$ cat config.mk
export PLATFORM = sky130hd
export DESIGN_NAME = pac_top
export DESIGN_NICKNAME = d
export VERILOG_FILES = /design/src/core/pac_regfile.v /design/src/core/pac_top.v
export VERILOG_INCLUDE_DIRS = /design/src /design/src/core
export SDC_FILE = /design/constraint.sdc
export NUM_CORES = 1
export LEC_CHECK = 0
export ABC_AREA = 1
export BUFFER_PORTS_ARGS = -buffer_cell sky130_fd_sc_hd__buf_2
export CAP_MARGIN = 15
export CORE_MARGIN = 1.5
export CORE_UTILIZATION = 41
export CTS_CLUSTER_DIAMETER = 100
export DETAILED_ROUTE_END_ITERATION = 8
export PLACE_DENSITY = 0.71
export SLEW_MARGIN = 20
export SYNTH_ARGS = -nofsm -noshare
export SYNTH_HDL_FRONTEND = slang
export SYNTH_HIERARCHICAL = 1
export SYNTH_SLANG_ARGS = --single-unit
$ cat constraint.sdc
create_clock -name REF_CLK_I -period 1.8 [get_ports REF_CLK_I]
set_input_delay 0.27 -clock REF_CLK_I [delete_from_list [all_inputs] [get_ports REF_CLK_I]]
set_output_delay 0.27 -clock REF_CLK_I [all_outputs]
set_load 0.01 [all_outputs]
$ cat src/core/pac_map.vh
// register map and field constants for the port a pad control block
`ifndef PAC_MAP_VH
`define PAC_MAP_VH
// register byte offsets
`define PAC_PULLUP_OFS    4'h0
`define PAC_SLEW_OFS      4'h4
`define PAC_DRIVE_OFS     4'h8
`define PAC_DIR_OFS       4'hc
// field layout
`define PAC_PIN_W         6
`define PAC_OUT_ONLY_PIN  3'h4
`define PAC_IN_ONLY_PIN   3'h5
// reset values
`define PAC_CTRL_RST      6'h00
`define PAC_DIR_RST       6'h00
`define PAC_DEBUG_RST     1'h1
`define PAC_ADDR_RST      4'h0
`define PAC_IDX_RST       2'h0
`define PAC_WORD_RST      32'h00000000
// bus answers
`define PAC_RESP_OKAY     2'h0
`define PAC_RESP_SLVERR   2'h2
// register slots
`define PAC_NREG          4
`define PAC_IDX_PULLUP    2'h0
`define PAC_IDX_SLEW      2'h1
`define PAC_IDX_DRIVE     2'h2
`define PAC_IDX_DIR       2'h3
`endif

$ cat src/core/pac_regfile.v
// small register store with registered read data for the pad control block
`timescale 1ns/1ns
`include "pac_map.vh"
module pac_regfile #(
    parameter WIDTH = 6,
    parameter DEPTH = 4
) (
    // clock and reset
    input  wire             clk_i,
    input  wire             rst_i,
    // write port
    input  wire             we_i,
    input  wire [1:0]       waddr_i,
    input  wire [WIDTH-1:0] wdata_i,
    // read port
    input  wire [1:0]       raddr_i,
    output reg  [WIDTH-1:0] rdata_o,
    // all words at once for the pad logic
    output wire [WIDTH*DEPTH-1:0] all_o
);
    reg [WIDTH-1:0] mem_q [0:DEPTH-1];
    genvar g;
    // ==========================================
    // storage words, cleared by reset
    generate
        for (g = 0; g < DEPTH; g = g + 1) begin : g_word
            always @(posedge clk_i) begin
                if (rst_i) begin
                    mem_q[g] <= `PAC_CTRL_RST;
                end else if (we_i && (waddr_i == g)) begin
                    mem_q[g] <= wdata_i;
                end
            end
            assign all_o[g*WIDTH +: WIDTH] = mem_q[g];
        end
    endgenerate
    // ==========================================
    // registered read data
    always @(posedge clk_i) begin
        if (rst_i) begin
            rdata_o <= {WIDTH{1'b0}};
        end else begin
            rdata_o <= mem_q[raddr_i];
        end
    end
endmodule

$ cat src/core/pac_top.v
// port a pad control: pullup, slew and drive registers with pin gating
// bus and pad timing
// write address and write data are taken in either order, each at its own ready.
// the store is written and the response raised on the edge after both are held.
// read data stand one edge after the read address is taken.
// the store's read register loads on the take edge, so the index is steered there.
// unmapped addresses answer with an error and change nothing.
// only write strobe lane zero gates a write; a clear lane is still answered okay.
// every pad output follows its registers and ownership inputs one edge later.
// pin four drives whenever analog does not own it; pin five never drives.
// register bits of the fixed pins still store and read back what was written.
`timescale 1ns/1ns
`include "pac_map.vh"
module pac_top #(
    parameter PINS = 6
) (
    // clock and reset
    input  wire            REF_CLK_I,
    input  wire            SYS_RST_I,
    // axi4-lite write address
    input  wire [3:0]      AWADDR_I,
    input  wire            AWVALID_I,
    output reg             AWREADY_O,
    // axi4-lite write data
    input  wire [31:0]     WDATA_I,
    input  wire [3:0]      WSTRB_I,
    input  wire            WVALID_I,
    output reg             WREADY_O,
    // axi4-lite write response
    output reg  [1:0]      BRESP_O,
    output reg             BVALID_O,
    input  wire            BREADY_I,
    // axi4-lite read address
    input  wire [3:0]      ARADDR_I,
    input  wire            ARVALID_I,
    output reg             ARREADY_O,
    // axi4-lite read data
    output reg  [31:0]     RDATA_O,
    output reg  [1:0]      RRESP_O,
    output reg             RVALID_O,
    input  wire            RREADY_I,
    // peripheral and analog ownership (same clock)
    input  wire [PINS-1:0] PERIPH_EN_I,
    input  wire [PINS-1:0] PERIPH_OE_I,
    input  wire [PINS-1:0] ANALOG_EN_I,
    input  wire            DEBUG_EN_I,
    // pad controls
    output reg  [PINS-1:0] PAD_OE_O,
    output reg  [PINS-1:0] PAD_PULLUP_O,
    output reg  [PINS-1:0] PAD_SLEW_O,
    output reg  [PINS-1:0] PAD_HIDRIVE_O,
    output reg             PAD_DEBUG_O
);
    // ==========================================
    // address decode helper
    function [2:0] dec;
        input [3:0] a;
        begin
            case (a)
                `PAC_PULLUP_OFS: dec = {1'b1, `PAC_IDX_PULLUP};
                `PAC_SLEW_OFS:   dec = {1'b1, `PAC_IDX_SLEW};
                `PAC_DRIVE_OFS:  dec = {1'b1, `PAC_IDX_DRIVE};
                `PAC_DIR_OFS:    dec = {1'b1, `PAC_IDX_DIR};
                default:         dec = 3'h0;
            endcase
        end
    endfunction

    // ==========================================
    // write channel: latch address and data in either order
    reg        aw_have_q;
    reg [3:0]  aw_addr_q;
    reg        w_have_q;
    reg [31:0] w_data_q;
    reg        w_lane0_q;
    wire       aw_take = AWVALID_I && AWREADY_O;
    wire       w_take  = WVALID_I && WREADY_O;
    wire       do_write = aw_have_q && w_have_q && !BVALID_O;
    wire [2:0] wdec     = dec(aw_addr_q);
    wire       reg_we   = do_write && wdec[2] && w_lane0_q;

    // readies open only while idle, and shut on the edge of their own take
    always @(posedge REF_CLK_I) begin
        if (SYS_RST_I) begin
            AWREADY_O <= 1'b0;
            WREADY_O  <= 1'b0;
        end else begin
            AWREADY_O <= !aw_have_q && !aw_take && !BVALID_O;
            WREADY_O  <= !w_have_q && !w_take && !BVALID_O;
        end
    end

    // address and data capture in either order, both freed by the write
    always @(posedge REF_CLK_I) begin
        if (SYS_RST_I) begin
            aw_have_q <= 1'b0;
            aw_addr_q <= `PAC_ADDR_RST;
            w_have_q  <= 1'b0;
            w_data_q  <= `PAC_WORD_RST;
            w_lane0_q <= 1'b0;
        end else begin
            if (aw_take) begin
                aw_have_q <= 1'b1;
                aw_addr_q <= AWADDR_I;
            end
            if (w_take) begin
                w_have_q  <= 1'b1;
                w_data_q  <= WDATA_I;
                w_lane0_q <= WSTRB_I[0];
            end
            // the store is written on this same edge
            if (do_write) begin
                aw_have_q <= 1'b0;
                w_have_q  <= 1'b0;
            end
        end
    end

    // response raised once both halves are held, dropped at its handshake
    always @(posedge REF_CLK_I) begin
        if (SYS_RST_I) begin
            BVALID_O <= 1'b0;
            BRESP_O  <= `PAC_RESP_OKAY;
        end else if (do_write) begin
            BVALID_O <= 1'b1;
            BRESP_O  <= wdec[2] ? `PAC_RESP_OKAY : `PAC_RESP_SLVERR;
        end else if (BVALID_O && BREADY_I) begin
            BVALID_O <= 1'b0;
        end
    end

    // ==========================================
    // read channel: one read at a time, data two cycles after address
    reg        rd_pend_q;
    reg        rd_ok_q;
    reg [1:0]  rd_idx_q;
    wire       ar_take = ARVALID_I && ARREADY_O;
    wire [2:0] rdec    = dec(ARADDR_I);
    // the store's read register loads on the take edge itself, so steer it there
    wire [1:0] rd_addr = ar_take ? rdec[1:0] : rd_idx_q;
    wire [PINS-1:0] rf_rdata;

    // address ready opens only with no read under way
    always @(posedge REF_CLK_I) begin
        if (SYS_RST_I) begin
            ARREADY_O <= 1'b0;
        end else begin
            ARREADY_O <= !ar_take && !rd_pend_q && !RVALID_O;
        end
    end

    // read sequencing: capture the index, then present the stored word
    always @(posedge REF_CLK_I) begin
        if (SYS_RST_I) begin
            rd_pend_q <= 1'b0;
            rd_ok_q   <= 1'b0;
            rd_idx_q  <= `PAC_IDX_RST;
            RVALID_O  <= 1'b0;
            RDATA_O   <= `PAC_WORD_RST;
            RRESP_O   <= `PAC_RESP_OKAY;
        end else begin
            if (ar_take) begin
                rd_pend_q <= 1'b1;
                rd_ok_q   <= rdec[2];
                rd_idx_q  <= rdec[1:0];
            end else if (rd_pend_q) begin
                rd_pend_q <= 1'b0;
                RVALID_O  <= 1'b1;
                // upper bits read as zero
                RDATA_O   <= rd_ok_q ? {{(32-PINS){1'b0}}, rf_rdata} : `PAC_WORD_RST;
                RRESP_O   <= rd_ok_q ? `PAC_RESP_OKAY : `PAC_RESP_SLVERR;
            end else if (RVALID_O && RREADY_I) begin
                RVALID_O  <= 1'b0;
            end
        end
    end

    // ==========================================
    // register store, each word written only at its own address
    wire [PINS*`PAC_NREG-1:0] rf_all;
    pac_regfile #(
        .WIDTH (PINS),
        .DEPTH (`PAC_NREG)
    ) u_regs (
        .clk_i   (REF_CLK_I),
        .rst_i   (SYS_RST_I),
        .we_i    (reg_we),
        .waddr_i (wdec[1:0]),
        .wdata_i (w_data_q[PINS-1:0]),
        .raddr_i (rd_addr),
        .rdata_o (rf_rdata),
        .all_o   (rf_all)
    );
    wire [PINS-1:0] pullup_enable_bits = rf_all[0*PINS +: PINS];
    wire [PINS-1:0] slew_enable_bits   = rf_all[1*PINS +: PINS];
    wire [PINS-1:0] drive_select_bits  = rf_all[2*PINS +: PINS];
    wire [PINS-1:0] direction_bits     = rf_all[3*PINS +: PINS];

    // ==========================================
    // per-pin pad gating
    reg [PINS-1:0] oe_d;
    reg [PINS-1:0] pu_d;
    reg [PINS-1:0] sl_d;
    reg [PINS-1:0] hd_d;
    integer n;
    always @* begin
        oe_d = {PINS{1'b0}};
        pu_d = {PINS{1'b0}};
        sl_d = {PINS{1'b0}};
        hd_d = {PINS{1'b0}};
        for (n = 0; n < PINS; n = n + 1) begin
            // peripheral steers the buffer when enabled, else direction bit
            oe_d[n] = PERIPH_EN_I[n] ? PERIPH_OE_I[n] : direction_bits[n];
            if (n == `PAC_OUT_ONLY_PIN) begin
                oe_d[n] = 1'b1;
            end
            if (n == `PAC_IN_ONLY_PIN) begin
                oe_d[n] = 1'b0;
            end
            // analog ownership disables the output buffer
            if (ANALOG_EN_I[n]) begin
                oe_d[n] = 1'b0;
            end
            pu_d[n] = pullup_enable_bits[n] && !oe_d[n] && !ANALOG_EN_I[n];
            if (n == `PAC_OUT_ONLY_PIN) begin
                pu_d[n] = 1'b0;
            end
            sl_d[n] = slew_enable_bits[n] && oe_d[n];
            hd_d[n] = drive_select_bits[n] && oe_d[n];
            if (n == `PAC_IN_ONLY_PIN) begin
                sl_d[n] = 1'b0;
                hd_d[n] = 1'b0;
            end
        end
    end

    // ==========================================
    // registered pad outputs; reset leaves inputs without pullup
    always @(posedge REF_CLK_I) begin
        if (SYS_RST_I) begin
            PAD_OE_O      <= {PINS{1'b0}};
            PAD_PULLUP_O  <= {PINS{1'b0}};
            PAD_SLEW_O    <= {PINS{1'b0}};
            PAD_HIDRIVE_O <= {PINS{1'b0}};
        end else begin
            PAD_OE_O      <= oe_d;
            PAD_PULLUP_O  <= pu_d;
            PAD_SLEW_O    <= sl_d;
            PAD_HIDRIVE_O <= hd_d;
        end
    end

    // debug ownership of the output-only pin passes through; reset hands it to debug
    always @(posedge REF_CLK_I) begin
        if (SYS_RST_I) begin
            PAD_DEBUG_O <= `PAC_DEBUG_RST;
        end else begin
            PAD_DEBUG_O <= DEBUG_EN_I;
        end
    end
endmodule

==> results.rst <==
.. list-table::
   :header-rows: 1

   * - Metric
     - Value
   * - Most frequent cells in the layout
     - 70 x buf_2, 67 x inv_1, 66 x nor2_1
   * - Max Fanout on Critical Path
     - 6
   * - Initial core utilization
     - 42.20%
   * - Number of sinks handled by clock tree synthesis
     - 81
   * - Post-DRT Antenna Nets
     - 0
   * - Layout cells sized above 1
     - 22.13%
   * - Initial antenna violation count
     - 0
   * - I/O Buffers
     - 70
   * - Clock tree from TritonCTS
     - done
   * - R2R Path Start
     - aw_addr_q[0]
   * - Synthesized cell area
     - 3467 µm²
   * - Kind of cell adding the most delay to the critical path
     - simple AND/OR/NAND/NOR gates
   * - DR WL/cell
     - 10.62 µm
   * - Clk pin slew, worst setup/hold paths
     - 80 ps
   * - Count of unresolved DRC violations after routing
     - 0
   * - Worst path bufs/invs
     - 0
   * - Setup crit end kind
     - register
   * - Number of cells produced by synthesis
     - 407
   * - # Max-Cap Violations
     - 0
   * - Post-CTS Hold Buffers
     - 0
   * - Total number of nets in the final design
     - 553
   * - Die Span Y
     - 94.96 µm
   * - Total congestion overflow after global routing
     - 0
   * - Cts repair resizes
     - 0
   * - Number of distinct library cells after synthesis
     - 26
   * - Setup slack, reg-to-reg
     - 170 ps
   * - First-pass DRT Iterations
     - 4
   * - Unrepaired setup endpoints after global routing
     - false
   * - Most frequent standard cell in the layout excluding fill and tap cells
     - buf_2
   * - Drt initial violations
     - 158
   * - Vias per inst
     - 4.368
   * - Worst Slack Setup Final
     - 171.3 ps
   * - Cell chosen for the clock root
     - clkbuf_8
   * - Hpwl dp
     - 4718 µm
   * - Power density of the placed cells
     - 932.8 nW/µm²
   * - Number of vias in the routed layout
     - 2590
   * - Post-CTS Setup Repair Bufs
     - 0
   * - Req. time, crit path
     - 1810 ps
   * - Worst-Skew Late Latency
     - 340 ps
   * - Cell breakdown of the critical path
     - or2_1 -> nor3b_2 -> nand3_1 -> nand2_1
   * - Hold WC Path Type
     - primary input to register
   * - Synth Register Bits
     - 81
   * - LEAKAGE
     - 1.944 nW
   * - Setup Crit Path Kind
     - register to register
   * - Hold wc startpoint
     - ANALOG_EN_I[5]
   * - Via count of the first global-routing pass
     - 2301
   * - Clock Skew
     - 7.775 ps
   * - Avg Inst Size Synth
     - 8.519 µm²
   * - Std-Cell Rows
     - 33
   * - Detailed Route WL
     - 6296 µm
   * - H-tree depth reported by CTS
     - 3
   * - Final weighted congestion in routability-driven placement
     - 0.7742
   * - Area of the core region
     - 8217 µm²
   * - Proportion of synthesized flip-flops having asynchronous set or reset
     - 0%
   * - Final setup violation count
     - 0
   * - Synth Flop Type
     - dfxtp_1
   * - Die width
     - 94.96 µm
   * - Number of synthesis warnings
     - 6
   * - Maximum number of pins on one net before global-route repair
     - 24
   * - Area Overhead vs Synth
     - 15.59%
   * - DIE AREA
     - 9017 µm²
   * - Minimum period implied by the final worst setup slack
     - 1629 ps
   * - Outcome
     - finished, final reports clean
   * - Total Neg Setup Slack
     - 0 ps
   * - Antenna cell count
     - 0
   * - Crit share post-route
     - 90.48%
   * - Global-route wire length before repair
     - 10130 µm
   * - CP max stage delay
     - 330 ps
   * - Crit path arrival time
     - 1640 ps
   * - Filler cell count
     - 828
   * - Slowest library cell on the worst path
     - nor3b_2
   * - Maximum clock frequency
     - 0.6140 GHz
   * - Portion of the post-synthesis area used by sequential elements
     - 53.70%
   * - Worst Hold Depth
     - 2
   * - GRT Util Overall
     - 14.72%
   * - Boundary pin count
     - 136
   * - Max-slew violation count
     - 0
   * - Multi-input logic area
     - 1127 µm²
   * - Pre-CTS setup slack
     - 173.5 ps
   * - Clock Path Buffers
     - 2
   * - Final Hold Violating Endpoints
     - 0
   * - Combined flip-flop and latch cell area
     - 1862 µm²
   * - Capture point of the worst reg-to-reg path
     - u_regs/mem_q[0][3]
   * - Hold Path End
     - PAD_PULLUP_O[5]
   * - Clock buffer count from CTS
     - 9
   * - Launching element type of the critical path
     - register
   * - Reg2Reg Depth
     - 4
   * - Number of enable-type register cells in the synthesized netlist
     - 24
   * - Max VDD drop
     - 447.5 µV
-- layer usage --
layer / global-route usage (%) / part of all wire (%) / vias to the layer above
met4: 4.851 / 0.56 / 0
met3: 4.106 / 5.7 / 4
li1: - / - / 1356
met5: 0 / 0 / -
met1: 17.43 / 45 / 1151
met2: 25.54 / 48 / 79
-- synth_stat cells, types with 2 or more instances --
cell	number	area, µm²
nand3_1	30	150.1
a21oi_1	20	100.1
or2_1	2	12.51
a31oi_1	4	25.02
buf_4	34	255.2
nor4_1	3	18.77
o21ai_0	9	45.04
buf_2	4	20.02
edfxtp_1	24	720.7
nor2_1	66	247.7
nor3b_1	2	15.01
inv_1	67	251.5
o21ai_1	2	10.01
buf_6	4	45.04
nand4_4	4	85.08
nand2_2	2	12.51
nand2_1	58	217.7
inv_2	6	22.52
dfxtp_1	57	1141
nand4_1	3	18.77
-- metrics by stage --
stage               hold slack (ps)  total power [mW]  instances  instance area, µm²  util [%]
finish                        73.54             3.738        593                4008     48.77
global route                  55.03             3.911        593                4008     48.77
CTS                           50.88             3.786        593                4008     48.77
detailed placement            433.4             2.347        577                3790     46.12
global placement              428.2             2.337        577                3790     46.12
floorplan                     339.1             2.290        438                3583         -
-- power breakdown --
part           leakage (nW)  internal (mW)  switching [mW]
clock network         0.114          0.810           0.624
logic                  1.12          0.107           0.213
registers             0.714           1.95          0.0357
-- state kept, by name (all words and copies together), names as in the netlist, 2 cells and up --
register,count
u_regs/mem_q,24
RDATA_O,6
u_regs/rdata_o,6
w_data_q,6
PAD_HIDRIVE_O,5
PAD_OE_O,5
PAD_PULLUP_O,5
PAD_SLEW_O,5
aw_addr_q,4
rd_idx_q,2
-- logic make-up after synthesis --
family | Yosys count | synth area share [%]
buf+inv | 115 | 17.14
flops | 81 | 53.70
other cells | 1 | 0.1082
compound gates | 35 | 5.197
simple gates | 175 | 23.85
-- worst register-to-register path: cells and delay by family, from the launching register on --
kind	cells	cell delay, ps
DFF	1	310
and+or+nand+nor	4	990
-- area by class of cell --
type / instances / share of cell area [%]
multi-input combinational: 242 / 28.13
clock buffer: 10 / 3.434
clock inverter: 6 / 1.998
sequential: 81 / 46.46
timing repair buffer: 76 / 9.866
tap: 105 / 3.278
inverter: 73 / 6.837
-- worst max path at each step --
stage	from	slack (ps)	cells after the start	end
final	aw_addr_q[0]	170	4	u_regs/mem_q[0][3]
after global routing	aw_addr_q[0]	60	4	u_regs/mem_q[3][3]
after CTS	aw_addr_q[0]	160	4	u_regs/mem_q[3][3]
after detailed placement	aw_addr_q[0]	170	4	u_regs/mem_q[3][2]
after global placement	aw_addr_q[0]	220	4	u_regs/mem_q[3][2]
after floorplan	aw_addr_q[0]	150	5	u_regs/mem_q[0][0]
No activity file was read; power rests on OpenSTA's default activity.
